<file path="src/adc_frame_pkg.sv">
// constants, carrier types and command decoding for the serial frame engine
package adc_frame_pkg;

  // ----------------------------------------------------------------------
  // frame counting and widths
  // ----------------------------------------------------------------------
  localparam int         WORD_W     = 32;
  localparam int         CNT_W      = 6;
  localparam logic [5:0] OPT_EDGES  = 6'h20;   // 32 capture edges
  localparam logic [5:0] CNT_MAX    = 6'h3f;   // counter saturates here
  localparam int         HALF_AW    = 7;       // 128 register pairs
  localparam int         HALF_DEPTH = 128;
  localparam int         LANES      = 2;

  // ----------------------------------------------------------------------
  // reset values
  // ----------------------------------------------------------------------
  localparam logic [2:0]  PINS_IDLE = 3'h4;    // select high, clock low
  localparam logic        RDY_RST   = 1'b1;
  localparam logic [31:0] CMD_NOP   = 32'h0000_0000;

  // ----------------------------------------------------------------------
  // command encodings
  // ----------------------------------------------------------------------
  localparam logic [4:0] OP_CLEAR_HALF = 5'h18;  // 11000
  localparam logic [4:0] OP_READ_HALF  = 5'h19;  // 11001
  localparam logic [4:0] OP_READ_BYTE  = 5'h09;  // 01001
  localparam logic [4:0] OP_WRITE      = 5'h1a;  // 11010
  localparam logic [4:0] OP_SET_HALF   = 5'h1b;  // 11011
  localparam logic [1:0] WR_BOTH       = 2'h0;
  localparam logic [1:0] WR_UPPER      = 2'h1;
  localparam logic [1:0] WR_LOWER      = 2'h2;

  // ----------------------------------------------------------------------
  // carrier types
  // ----------------------------------------------------------------------
  typedef struct packed {
    logic [4:0]  opcode;
    logic [1:0]  qual;
    logic [8:0]  addr;
    logic [15:0] data;
  } cmd_word_type;

  typedef struct packed {
    logic cs;
    logic sclk;
    logic sdi;
  } pins_type;

  typedef struct packed {
    logic        done;
    logic [15:0] result;
  } conv_out_type;

  typedef enum logic [2:0] {
    k_nop, k_clear, k_set, k_read_half, k_read_byte, k_wr_both, k_wr_upper, k_wr_lower
  } cmd_kind_type;

  typedef enum logic [1:0] {sel_conv, sel_byte, sel_half} out_sel_type;

  // decodes a held command word into its kind
  function automatic cmd_kind_type decode_cmd(input cmd_word_type c);
    cmd_kind_type k;
    k = k_nop;
    if (!c.addr[8]) begin
      unique case (c.opcode)
        OP_CLEAR_HALF: k = k_clear;
        OP_SET_HALF:   k = k_set;
        OP_READ_HALF:  k = (c.data == 16'h0000) ? k_read_half : k_nop;
        OP_READ_BYTE:  k = (c.data == 16'h0000) ? k_read_byte : k_nop;
        OP_WRITE: begin
          if (c.qual == WR_BOTH) k = k_wr_both;
          else if (c.qual == WR_UPPER) k = k_wr_upper;
          else if (c.qual == WR_LOWER) k = k_wr_lower;
          else k = k_nop;
        end
        default:       k = k_nop;
      endcase
    end
    return k;
  endfunction : decode_cmd

endpackage : adc_frame_pkg

</file>
<file path="src/reg_half_mem.sv">
// register pair store with byte write enables and registered read data
`timescale 1ns/10ps
`default_nettype none
module reg_half_mem (
  // clock and reset
  input  wire  logic                              ref_clk,
  input  wire  logic                              rst_b,
  // access port
  input  wire  logic [adc_frame_pkg::HALF_AW-1:0] addr,
  input  wire  logic                              wr_en,
  input  wire  logic [1:0]                        byte_en,
  input  wire  logic [15:0]                       wdata,
  output logic       [15:0]                       rdata
);

  // ----------------------------------------------------------------------
  // storage and read flops, one generate slice per byte lane
  // ----------------------------------------------------------------------
  genvar b;
  generate
    for (b = 0; b < 2; b++) begin : g_lane
      logic [7:0] lane_r [adc_frame_pkg::HALF_DEPTH];

      // each lane owns its own bytes, so no array has two writers
      always_ff @(posedge ref_clk or negedge rst_b) begin
        if (!rst_b) begin
          for (int i = 0; i < adc_frame_pkg::HALF_DEPTH; i++) begin
            lane_r[i] <= 8'h00;
          end
        end else if (wr_en && byte_en[b]) begin
          lane_r[addr] <= wdata[8*b +: 8];
        end
      end

      // registered read port of this lane
      always_ff @(posedge ref_clk or negedge rst_b) begin
        if (!rst_b) begin
          rdata[8*b +: 8] <= 8'h00;
        end else begin
          rdata[8*b +: 8] <= lane_r[addr];
        end
      end
    end
  endgenerate

endmodule : reg_half_mem
`default_nettype wire

</file>
<file path="src/adc_serial_frame_cmd_decoder.sv">
// serial frame engine and command decoder of the converter host port
`timescale 1ns/10ps
`default_nettype none
module adc_serial_frame_cmd_decoder (
  // clock and reset
  input  wire  logic                             ref_clk,
  input  wire  logic                             rst_b,
  // host pins
  input  wire  logic                             conv_start_select,
  input  wire  logic                             sclk_in,
  input  wire  logic                             sdi_in,
  output logic       [adc_frame_pkg::LANES-1:0]  serial_out_lanes,
  output logic       [adc_frame_pkg::LANES-1:0]  serial_out_oe,
  output logic                                   ready_status_out,
  // converter core
  input  wire  adc_frame_pkg::conv_out_type      conv_in,
  output logic                                   conv_start,
  // output word setup
  input  wire  logic [adc_frame_pkg::LANES-1:0]  lane_en,
  input  wire  logic                             fixed_pat_en,
  input  wire  logic [31:0]                      fixed_pat
);

  // ----------------------------------------------------------------------
  // declarations
  // ----------------------------------------------------------------------
  adc_frame_pkg::pins_type     pin_s1_r;
  adc_frame_pkg::pins_type     pin_s2_r;
  adc_frame_pkg::pins_type     pin_s3_r;
  adc_frame_pkg::cmd_word_type cmd_r;
  adc_frame_pkg::cmd_kind_type cmd_kind;
  adc_frame_pkg::out_sel_type  out_sel_r;
  logic                        cs_fall;
  logic                        cs_rise;
  logic                        sclk_rise;
  logic                        sclk_fall;
  logic                        frame_start;
  logic                        frame_end;
  logic                        frame_r;
  logic                        conv_busy_r;
  logic                        rdy_r;
  logic                        conv_start_r;
  logic                        cmd_go_r;
  logic [5:0]                  edge_cnt_r;
  logic [31:0]                 in_shift_r;
  logic [31:0]                 osr_r;
  logic [31:0]                 next_word;
  logic [1:0]                  out_oe_r;
  logic [15:0]                 conv_result_r;
  logic [15:0]                 rd_word_r;
  logic                        mem_we;
  logic [1:0]                  mem_be;
  logic [15:0]                 mem_wdata;
  logic [15:0]                 mem_rdata;

  typedef enum logic {st_idle, st_apply} exec_state_type;
  exec_state_type exec_r;

  // ----------------------------------------------------------------------
  // pin synchronisers and edge detection
  // ----------------------------------------------------------------------
  // two flops before use, a third only to find edges
  always_ff @(posedge ref_clk or negedge rst_b) begin
    if (!rst_b) begin
      pin_s1_r <= adc_frame_pkg::PINS_IDLE;
      pin_s2_r <= adc_frame_pkg::PINS_IDLE;
      pin_s3_r <= adc_frame_pkg::PINS_IDLE;
    end else begin
      pin_s1_r <= {conv_start_select, sclk_in, sdi_in};
      pin_s2_r <= pin_s1_r;
      pin_s3_r <= pin_s2_r;
    end
  end

  // edges of select and serial clock
  assign cs_fall   = pin_s3_r.cs & ~pin_s2_r.cs;
  assign cs_rise   = ~pin_s3_r.cs & pin_s2_r.cs;
  assign sclk_rise = ~pin_s3_r.sclk & pin_s2_r.sclk;   // capture edge
  assign sclk_fall = pin_s3_r.sclk & ~pin_s2_r.sclk;   // launch edge

  // select edges seen during conversion are ignored
  assign frame_start = cs_fall & ~conv_busy_r & ~frame_r;
  assign frame_end   = cs_rise & frame_r;

  // ----------------------------------------------------------------------
  // frame and conversion state
  // ----------------------------------------------------------------------
  // frame window from select fall to select rise
  always_ff @(posedge ref_clk or negedge rst_b) begin
    if (!rst_b) begin
      frame_r <= 1'b0;
    end else if (frame_start) begin
      frame_r <= 1'b1;
    end else if (frame_end) begin
      frame_r <= 1'b0;
    end
  end

  // conversion runs from frame end until the core reports done
  always_ff @(posedge ref_clk or negedge rst_b) begin
    if (!rst_b) begin
      conv_busy_r  <= 1'b0;
      conv_start_r <= 1'b0;
    end else begin
      conv_start_r <= frame_end;
      if (frame_end) begin
        conv_busy_r <= 1'b1;
      end else if (conv_in.done) begin
        conv_busy_r <= 1'b0;
      end
    end
  end

  // ready status output
  always_ff @(posedge ref_clk or negedge rst_b) begin
    if (!rst_b) begin
      rdy_r <= adc_frame_pkg::RDY_RST;
    // low at frame start and conversion start
    end else if (frame_start || frame_end) begin
      rdy_r <= 1'b0;
    end else if (conv_busy_r && conv_in.done) begin
      rdy_r <= 1'b1;
    end
  end

  // latest conversion result
  always_ff @(posedge ref_clk or negedge rst_b) begin
    if (!rst_b) begin
      conv_result_r <= 16'h0000;
    end else if (conv_in.done) begin
      conv_result_r <= conv_in.result;
    end
  end

  assign ready_status_out = rdy_r;
  assign conv_start       = conv_start_r;

  // ----------------------------------------------------------------------
  // capture side: edge counter and input shift register
  // ----------------------------------------------------------------------
  always_ff @(posedge ref_clk or negedge rst_b) begin
    if (!rst_b) begin
      edge_cnt_r <= 6'h00;
    end else if (frame_start) begin
      edge_cnt_r <= 6'h00;
    end else if (frame_r && sclk_rise && edge_cnt_r != adc_frame_pkg::CNT_MAX) begin
      edge_cnt_r <= edge_cnt_r + 6'h01;
    end
  end

  // bits taken only on host serial clock capture edges
  always_ff @(posedge ref_clk or negedge rst_b) begin
    if (!rst_b) begin
      in_shift_r <= 32'h0000_0000;
    end else if (frame_start) begin
      in_shift_r <= 32'h0000_0000;
    // shift into LSB, oldest bits fall off the top
    end else if (frame_r && sclk_rise) begin
      in_shift_r <= {in_shift_r[30:0], pin_s2_r.sdi};
    end
  end

  // ----------------------------------------------------------------------
  // launch side: output word and shift register
  // ----------------------------------------------------------------------
  // word for this frame chosen by the previous command, or the fixed pattern when that is enabled
  always_comb begin
    if (fixed_pat_en) begin
      next_word = fixed_pat;
    end else if (out_sel_r == adc_frame_pkg::sel_half) begin
      next_word = {rd_word_r, 16'h0000};
    end else if (out_sel_r == adc_frame_pkg::sel_byte) begin
      next_word = {rd_word_r[7:0], 24'h00_0000};
    end else begin
      next_word = {conv_result_r, 16'h0000};
    end
  end

  always_ff @(posedge ref_clk or negedge rst_b) begin
    if (!rst_b) begin
      osr_r <= 32'h0000_0000;
    // load the prepared word at frame start
    end else if (frame_start) begin
      osr_r <= next_word;
    // advance on each launch edge, MSB first
    end else if (frame_r && sclk_fall) begin
      osr_r <= {osr_r[30:0], 1'b0};
    end
  end

  // lane enables held for the frame
  always_ff @(posedge ref_clk or negedge rst_b) begin
    if (!rst_b) begin
      out_oe_r <= 2'h0;
    end else if (frame_start) begin
      out_oe_r <= lane_en;
    // release the lanes at frame end
    end else if (frame_end) begin
      out_oe_r <= 2'h0;
    end
  end

  assign serial_out_lanes = {adc_frame_pkg::LANES{osr_r[31]}};
  assign serial_out_oe    = out_oe_r;

  // ----------------------------------------------------------------------
  // command holding register
  // ----------------------------------------------------------------------
  always_ff @(posedge ref_clk or negedge rst_b) begin
    if (!rst_b) begin
      cmd_r    <= adc_frame_pkg::CMD_NOP;
      cmd_go_r <= 1'b0;
    end else begin
      cmd_go_r <= frame_end;
      if (frame_start) begin
        cmd_r <= adc_frame_pkg::CMD_NOP;
      // only frames of 32 or more edges carry a command
      end else if (frame_end) begin
        cmd_r <= (edge_cnt_r >= adc_frame_pkg::OPT_EDGES) ? in_shift_r : adc_frame_pkg::CMD_NOP;
      end
    end
  end

  assign cmd_kind = adc_frame_pkg::decode_cmd(cmd_r);

  // ----------------------------------------------------------------------
  // command execution
  // ----------------------------------------------------------------------
  // reads the pair right after frame end, applies it one cycle later
  always_ff @(posedge ref_clk or negedge rst_b) begin
    if (!rst_b) begin
      exec_r <= st_idle;
    end else begin
      unique case (exec_r)
        st_idle:  exec_r <= (cmd_go_r && cmd_kind != adc_frame_pkg::k_nop) ? st_apply : st_idle;
        st_apply: exec_r <= st_idle;
      endcase
    end
  end

  // write data and byte enables for the modifying commands
  always_comb begin
    mem_we    = 1'b0;
    mem_be    = 2'h3;
    mem_wdata = cmd_r.data;
    if (exec_r == st_apply) begin
      unique case (cmd_kind)
        adc_frame_pkg::k_clear: begin
          mem_we    = 1'b1;
          mem_wdata = mem_rdata & ~cmd_r.data;
        end
        adc_frame_pkg::k_set: begin
          mem_we    = 1'b1;
          mem_wdata = mem_rdata | cmd_r.data;
        end
        adc_frame_pkg::k_wr_both: begin
          mem_we = 1'b1;
        end
        adc_frame_pkg::k_wr_upper: begin
          mem_we = 1'b1;
          mem_be = 2'h2;
        end
        adc_frame_pkg::k_wr_lower: begin
          mem_we = 1'b1;
          mem_be = 2'h1;
        end
        default: begin
          mem_we = 1'b0;
        end
      endcase
    end
  end

  // read results steer the next output word
  always_ff @(posedge ref_clk or negedge rst_b) begin
    if (!rst_b) begin
      out_sel_r <= adc_frame_pkg::sel_conv;
      rd_word_r <= 16'h0000;
    end else if (frame_end) begin
      out_sel_r <= adc_frame_pkg::sel_conv;
    end else if (exec_r == st_apply && cmd_kind == adc_frame_pkg::k_read_half) begin
      out_sel_r <= adc_frame_pkg::sel_half;
      rd_word_r <= mem_rdata;
    // one byte picked by the address LSB
    end else if (exec_r == st_apply && cmd_kind == adc_frame_pkg::k_read_byte) begin
      out_sel_r <= adc_frame_pkg::sel_byte;
      rd_word_r <= {8'h00, cmd_r.addr[0] ? mem_rdata[15:8] : mem_rdata[7:0]};
    end
  end

  // pair index drops the address LSB
  reg_half_mem u_regs (
    .ref_clk (ref_clk),
    .rst_b   (rst_b),
    .addr    (cmd_r.addr[7:1]),
    .wr_en   (mem_we),
    .byte_en (mem_be),
    .wdata   (mem_wdata),
    .rdata   (mem_rdata)
  );
endmodule : adc_serial_frame_cmd_decoder
`default_nettype wire

</file>
<file path="config.mk">
export PLATFORM = sky130hd
export DESIGN_NAME = adc_serial_frame_cmd_decoder
export DESIGN_NICKNAME = d
export VERILOG_FILES = /design/src/adc_frame_pkg.sv /design/src/reg_half_mem.sv /design/src/adc_serial_frame_cmd_decoder.sv
export SDC_FILE = /design/constraint.sdc
export NUM_CORES = 2
export LEC_CHECK = 0
export BUFFER_PORTS_ARGS = -buffer_cell sky130_fd_sc_hd__buf_2
export CELL_PAD_IN_SITES_DETAIL_PLACEMENT = 1
export CELL_PAD_IN_SITES_GLOBAL_PLACEMENT = 1
export CORE_MARGIN = 2
export CORE_UTILIZATION = 46
export DETAILED_ROUTE_END_ITERATION = 8
export HOLD_SLACK_MARGIN = 0.03
export MAX_ROUTING_LAYER = met4
export PLACE_DENSITY_LB_ADDON = 0.1
export SKIP_LAST_GASP = 1
export SLEW_MARGIN = 10
export SYNTH_ARGS = -nofsm -noshare
export SYNTH_HDL_FRONTEND = slang
export SYNTH_SLANG_ARGS = --single-unit
</file>
<file path="constraint.sdc">
create_clock -name ref_clk -period 2.5 [get_ports ref_clk]
set_input_delay 0.125 -clock ref_clk [delete_from_list [all_inputs] [get_ports ref_clk]]
set_output_delay 0.125 -clock ref_clk [all_outputs]
set_load 0.05 [all_outputs]
</file>
==> results.yml <==
synth:
  ys.flop_type: "dfrtp_1"
  netlist_area_um2: 100000
  async_reset_ff_share_pct: 100
  synth_top_cells_by_area: "dfrtp_1 55%, a21oi_1 9.4%, nor2_1 7.5%"
  synthCells: 9933
  avgSynthCellArea_um2: 10.1
  ys_seq_area_share_pct: 55.4
  synth_top_cell_area_share_pct: 55.3
  syn-num-nets: 9995
  synth_warnings: 0
  ys_seq_elements: 2215
  synth-edff-count: 0
  ys_types: 84
  yosysTopAreaCell: "dfrtp_1"
cts:
  cts_buffers: 236
  clock_latency_ns: 0.90
  cts_num_sinks: 2215
  clockRootBuffer: "clkbuf_16"
  cts_max_level: 4
  cts.path.max_buffers: 3
  clk_pin_slew_ns: 0.06
  cts_tree: "yes"
power_and_ir_drop:
  power_density_nw_per_um2: 570
  leakagePower_nw: 59.2
  max-vdd-ir-drop_uv: 592
route:
  via_per_inst: 6.42
  dr_total_vias: 91800
  wl_met3_mm: 38.5
  drcViolationCount: 0
  wl_per_cell_um: 33.0
  drtIter0Drc: 9719
  antenna_left: 0
  route.met2.wl_mm: 215
  top_layer: "met4"
  wl_met1_mm: 176
  dr.pass1.iters: 7
  wirelength_mm: 472
worst_setup_path:
  cp_cell_sequence: "buf_12, buf_16, buf_12, buf_6, mux2i_1, buf_4, nor2_4, a21oi_2, o2111ai_4, o211ai_1, o2111ai_2, or4_1"
  path_max_fanout: 8
  worst-path-buf-inv: 5
  reg2reg_depth: 12
  worstSetupPathType: "reg -> reg"
  reg2reg_setup_slack_ns: -0.67
  cp-endpoint: "u_regs.rdata[1]"
  cp-start-kind: "flop"
  crit_arrival_ns: 3.93
  cp-end-kind: "flop"
  crit_cells: 12
  regToRegEndpoint: "u_regs.rdata[1]"
  crit_top_cell: "buf_12"
  cpMaxStageDelayCell: "dfrtp_4"
  cp_slowest_stage_delay_ns: 0.54
  cp_top_family: "compound AO/OA/AOI/OAI gates"
  r2r-start: "cmd_r[18]"
  critical_path.startpoint: "cmd_r[18]"
  crit_required_ns: 3.26
sta:
  finalSetupViolCount: 2087
  worst_pin_slew_ns: 1.17
  grt_setup_unrepaired: "yes"
  hold_viol_final: 0
  period_share_pct: 127
  setup_ws_ns: -0.671
  maxSlewViolCount: 0
  period_minus_slack_ns: 3.17
  clock.fmax_ghz: 0.315
  finalClockSkew_ns: 0.0350
  relSlewSlack_pct: 21.4
  tns_ns: -722.76
  hold_slack_ns: 0.113
finish:
  fillers: 22500
  final_cell_mix: "2204 x dfrtp_1, 1985 x nor2_1, 1726 x a21oi_1"
  final_core_util_pct: 60.9
  seq_area_um2: 55400
  multi_input_area_um2: 42100
  final_common_cell: "dfrtp_1"
  area_delta_synth_final_pct: 31.8
  drive_above_1_share_pct: 27.0
  design_area_um2: 132000
  final_nets: 11300
run:
  cap_viol_max_count: 0
placed_design:
  portBuffers: 62
  hpwl_mm: 294
  place_congestion: 0.987
  placed_area_um2: 115000
  pre_cts_slack_ns: -1.20
die:
  num_io_pins: 63
  initial_core_util_pct: 46.2
  die_w_um: 471
  num_rows: 171
  dieArea_um2: 221000
  core_area_um2: 217000
  die_height_um: 471
global_route:
  grt_usage_pct: 42.3
  grt_pass1_wl_mm: 668
  grt_pass1_vias: 95900
  grt_overflow: 0
  grt_max_degree: 129
  grt_antenna_before_repair: 23
run_status:
  status: "complete, but fails checks"
  violations: "setup timing"
hold_path:
  hold_class: "in -> reg"
==> metal layers <==
metal	global-route usage [%]	up-vias
li1	-	37700
met1	50.2	47700
met2	64.0	4584
met3	9.19	1819
met4	29.8	0
met5	-	-
==> timing repair <==
| action | CTS | global route |
|---|---|---|
| buffers inserted | 189 | 95 |
| pin swaps | 87 | 76 |
| resized for setup | 334 | 307 |
| gates cloned | 60 | 25 |
| hold buffers | 102 | 0 |
| endpoints found under the hold margin | 2222 | 0 |
| endpoints found under the setup margin | 2081 | 2088 |
==> registers in the layout, summed over array words and instances (netlist names), 2 cells and up <==
register              cells
u_regs.g_lane.lane_r   2048
cmd_r                    32
in_shift_r               32
osr_r                    32
conv_result_r            16
rd_word_r                16
u_regs.rdata             16
edge_cnt_r                6
pin_s1_r                  3
pin_s2_r                  3
out_sel_r                 2
pin_s3_r                  2
serial_out_oe             2
==> worst min-delay path by stage <==
stage / from / to / slack, ns / cells past startpoint
after detailed placement: rst_b / osr_r[5] / 0.03 / 1
after global routing: fixed_pat[7] / osr_r[7] / 0.12 / 4
after floorplan: rst_b / cmd_go_r / -0.17 / 0
after CTS: fixed_pat[3] / osr_r[3] / 0.04 / 4
final: fixed_pat[31] / osr_r[31] / 0.11 / 4
after global placement: rst_b / osr_r[5] / 0.02 / 1
==> tightest hold or removal path, stage by stage <==
cell and delay [ns]:
dlygate4sd3_1 0.52, buf_2 0.09, a211oi_1 0.07, a31oi_1 0.13
==> cell usage after synthesis, types with 7 or more instances <==
library cell / n
nor2b_1: 29
a31oi_1: 42
o221ai_1: 29
a21oi_2: 57
nor3_1: 13
mux2_2: 161
buf_2: 318
nor4_1: 8
nor2_1: 2006
mux4_2: 117
a22oi_1: 150
a221oi_1: 255
a211oi_1: 49
nor4_4: 126
o2bb2ai_1: 7
nand2b_1: 11
nand3_1: 52
or4_1: 9
buf_6: 61
o22a_1: 8
o21ai_0: 481
buf_1: 37
a221o_1: 16
inv_1: 8
a22o_1: 44
nand2_1: 707
a21oi_1: 1880
dfrtp_1: 2211
nor3b_1: 9
clkbuf_1: 404
o2111ai_1: 7
o22ai_1: 110
nand4_1: 12
o211ai_1: 11
or3_1: 8
buf_4: 68
mux2i_1: 299
==> layout make-up <==
cell class / instances / share of cell area, %
diodes: 31 / 0.0588
clock buffers: 354 / 5.38
clock inverters: 81 / 0.773
inverters: 10 / 0.0360
multi-input cells: 6815 / 31.9
flip-flops and latches: 2215 / 42.0
well taps: 2854 / 2.71
repair buffers: 1946 / 17.1
==> power breakdown <==
group          internal (W)  switching [W]
combinational      0.000504        0.00127
clock                0.0215         0.0157
sequential           0.0361       0.000185
==> kinds of logic (layout without fill, tap and decap cells) <==
logic type / after synthesis / count (layout) / synth area share [%]
compound gates: 3190 / 3190 / 18.4
simple gates: 3038 / 3038 / 14.1
flops: 2215 / 2215 / 55.4
buf+inv: 903 / 2391 / 4.56
mux: 577 / 577 / 7.43
fa+ha+maj: 5 / 5 / 0.0625
xor+xnor: 5 / 5 / 0.0437
other cells: 0 / 31 / 0
==> per-stage QoR <==
step           power [W]  instances
6_report          0.0753      14300
5_1_grt           0.0771      14300
3_5_place_dp      0.0385      13400
3_3_place_gp      0.0384      13400
2_1_floorplan     0.0374       9933
4_1_cts           0.0754      14200
No activity file was read; power rests on OpenSTA's default activity.
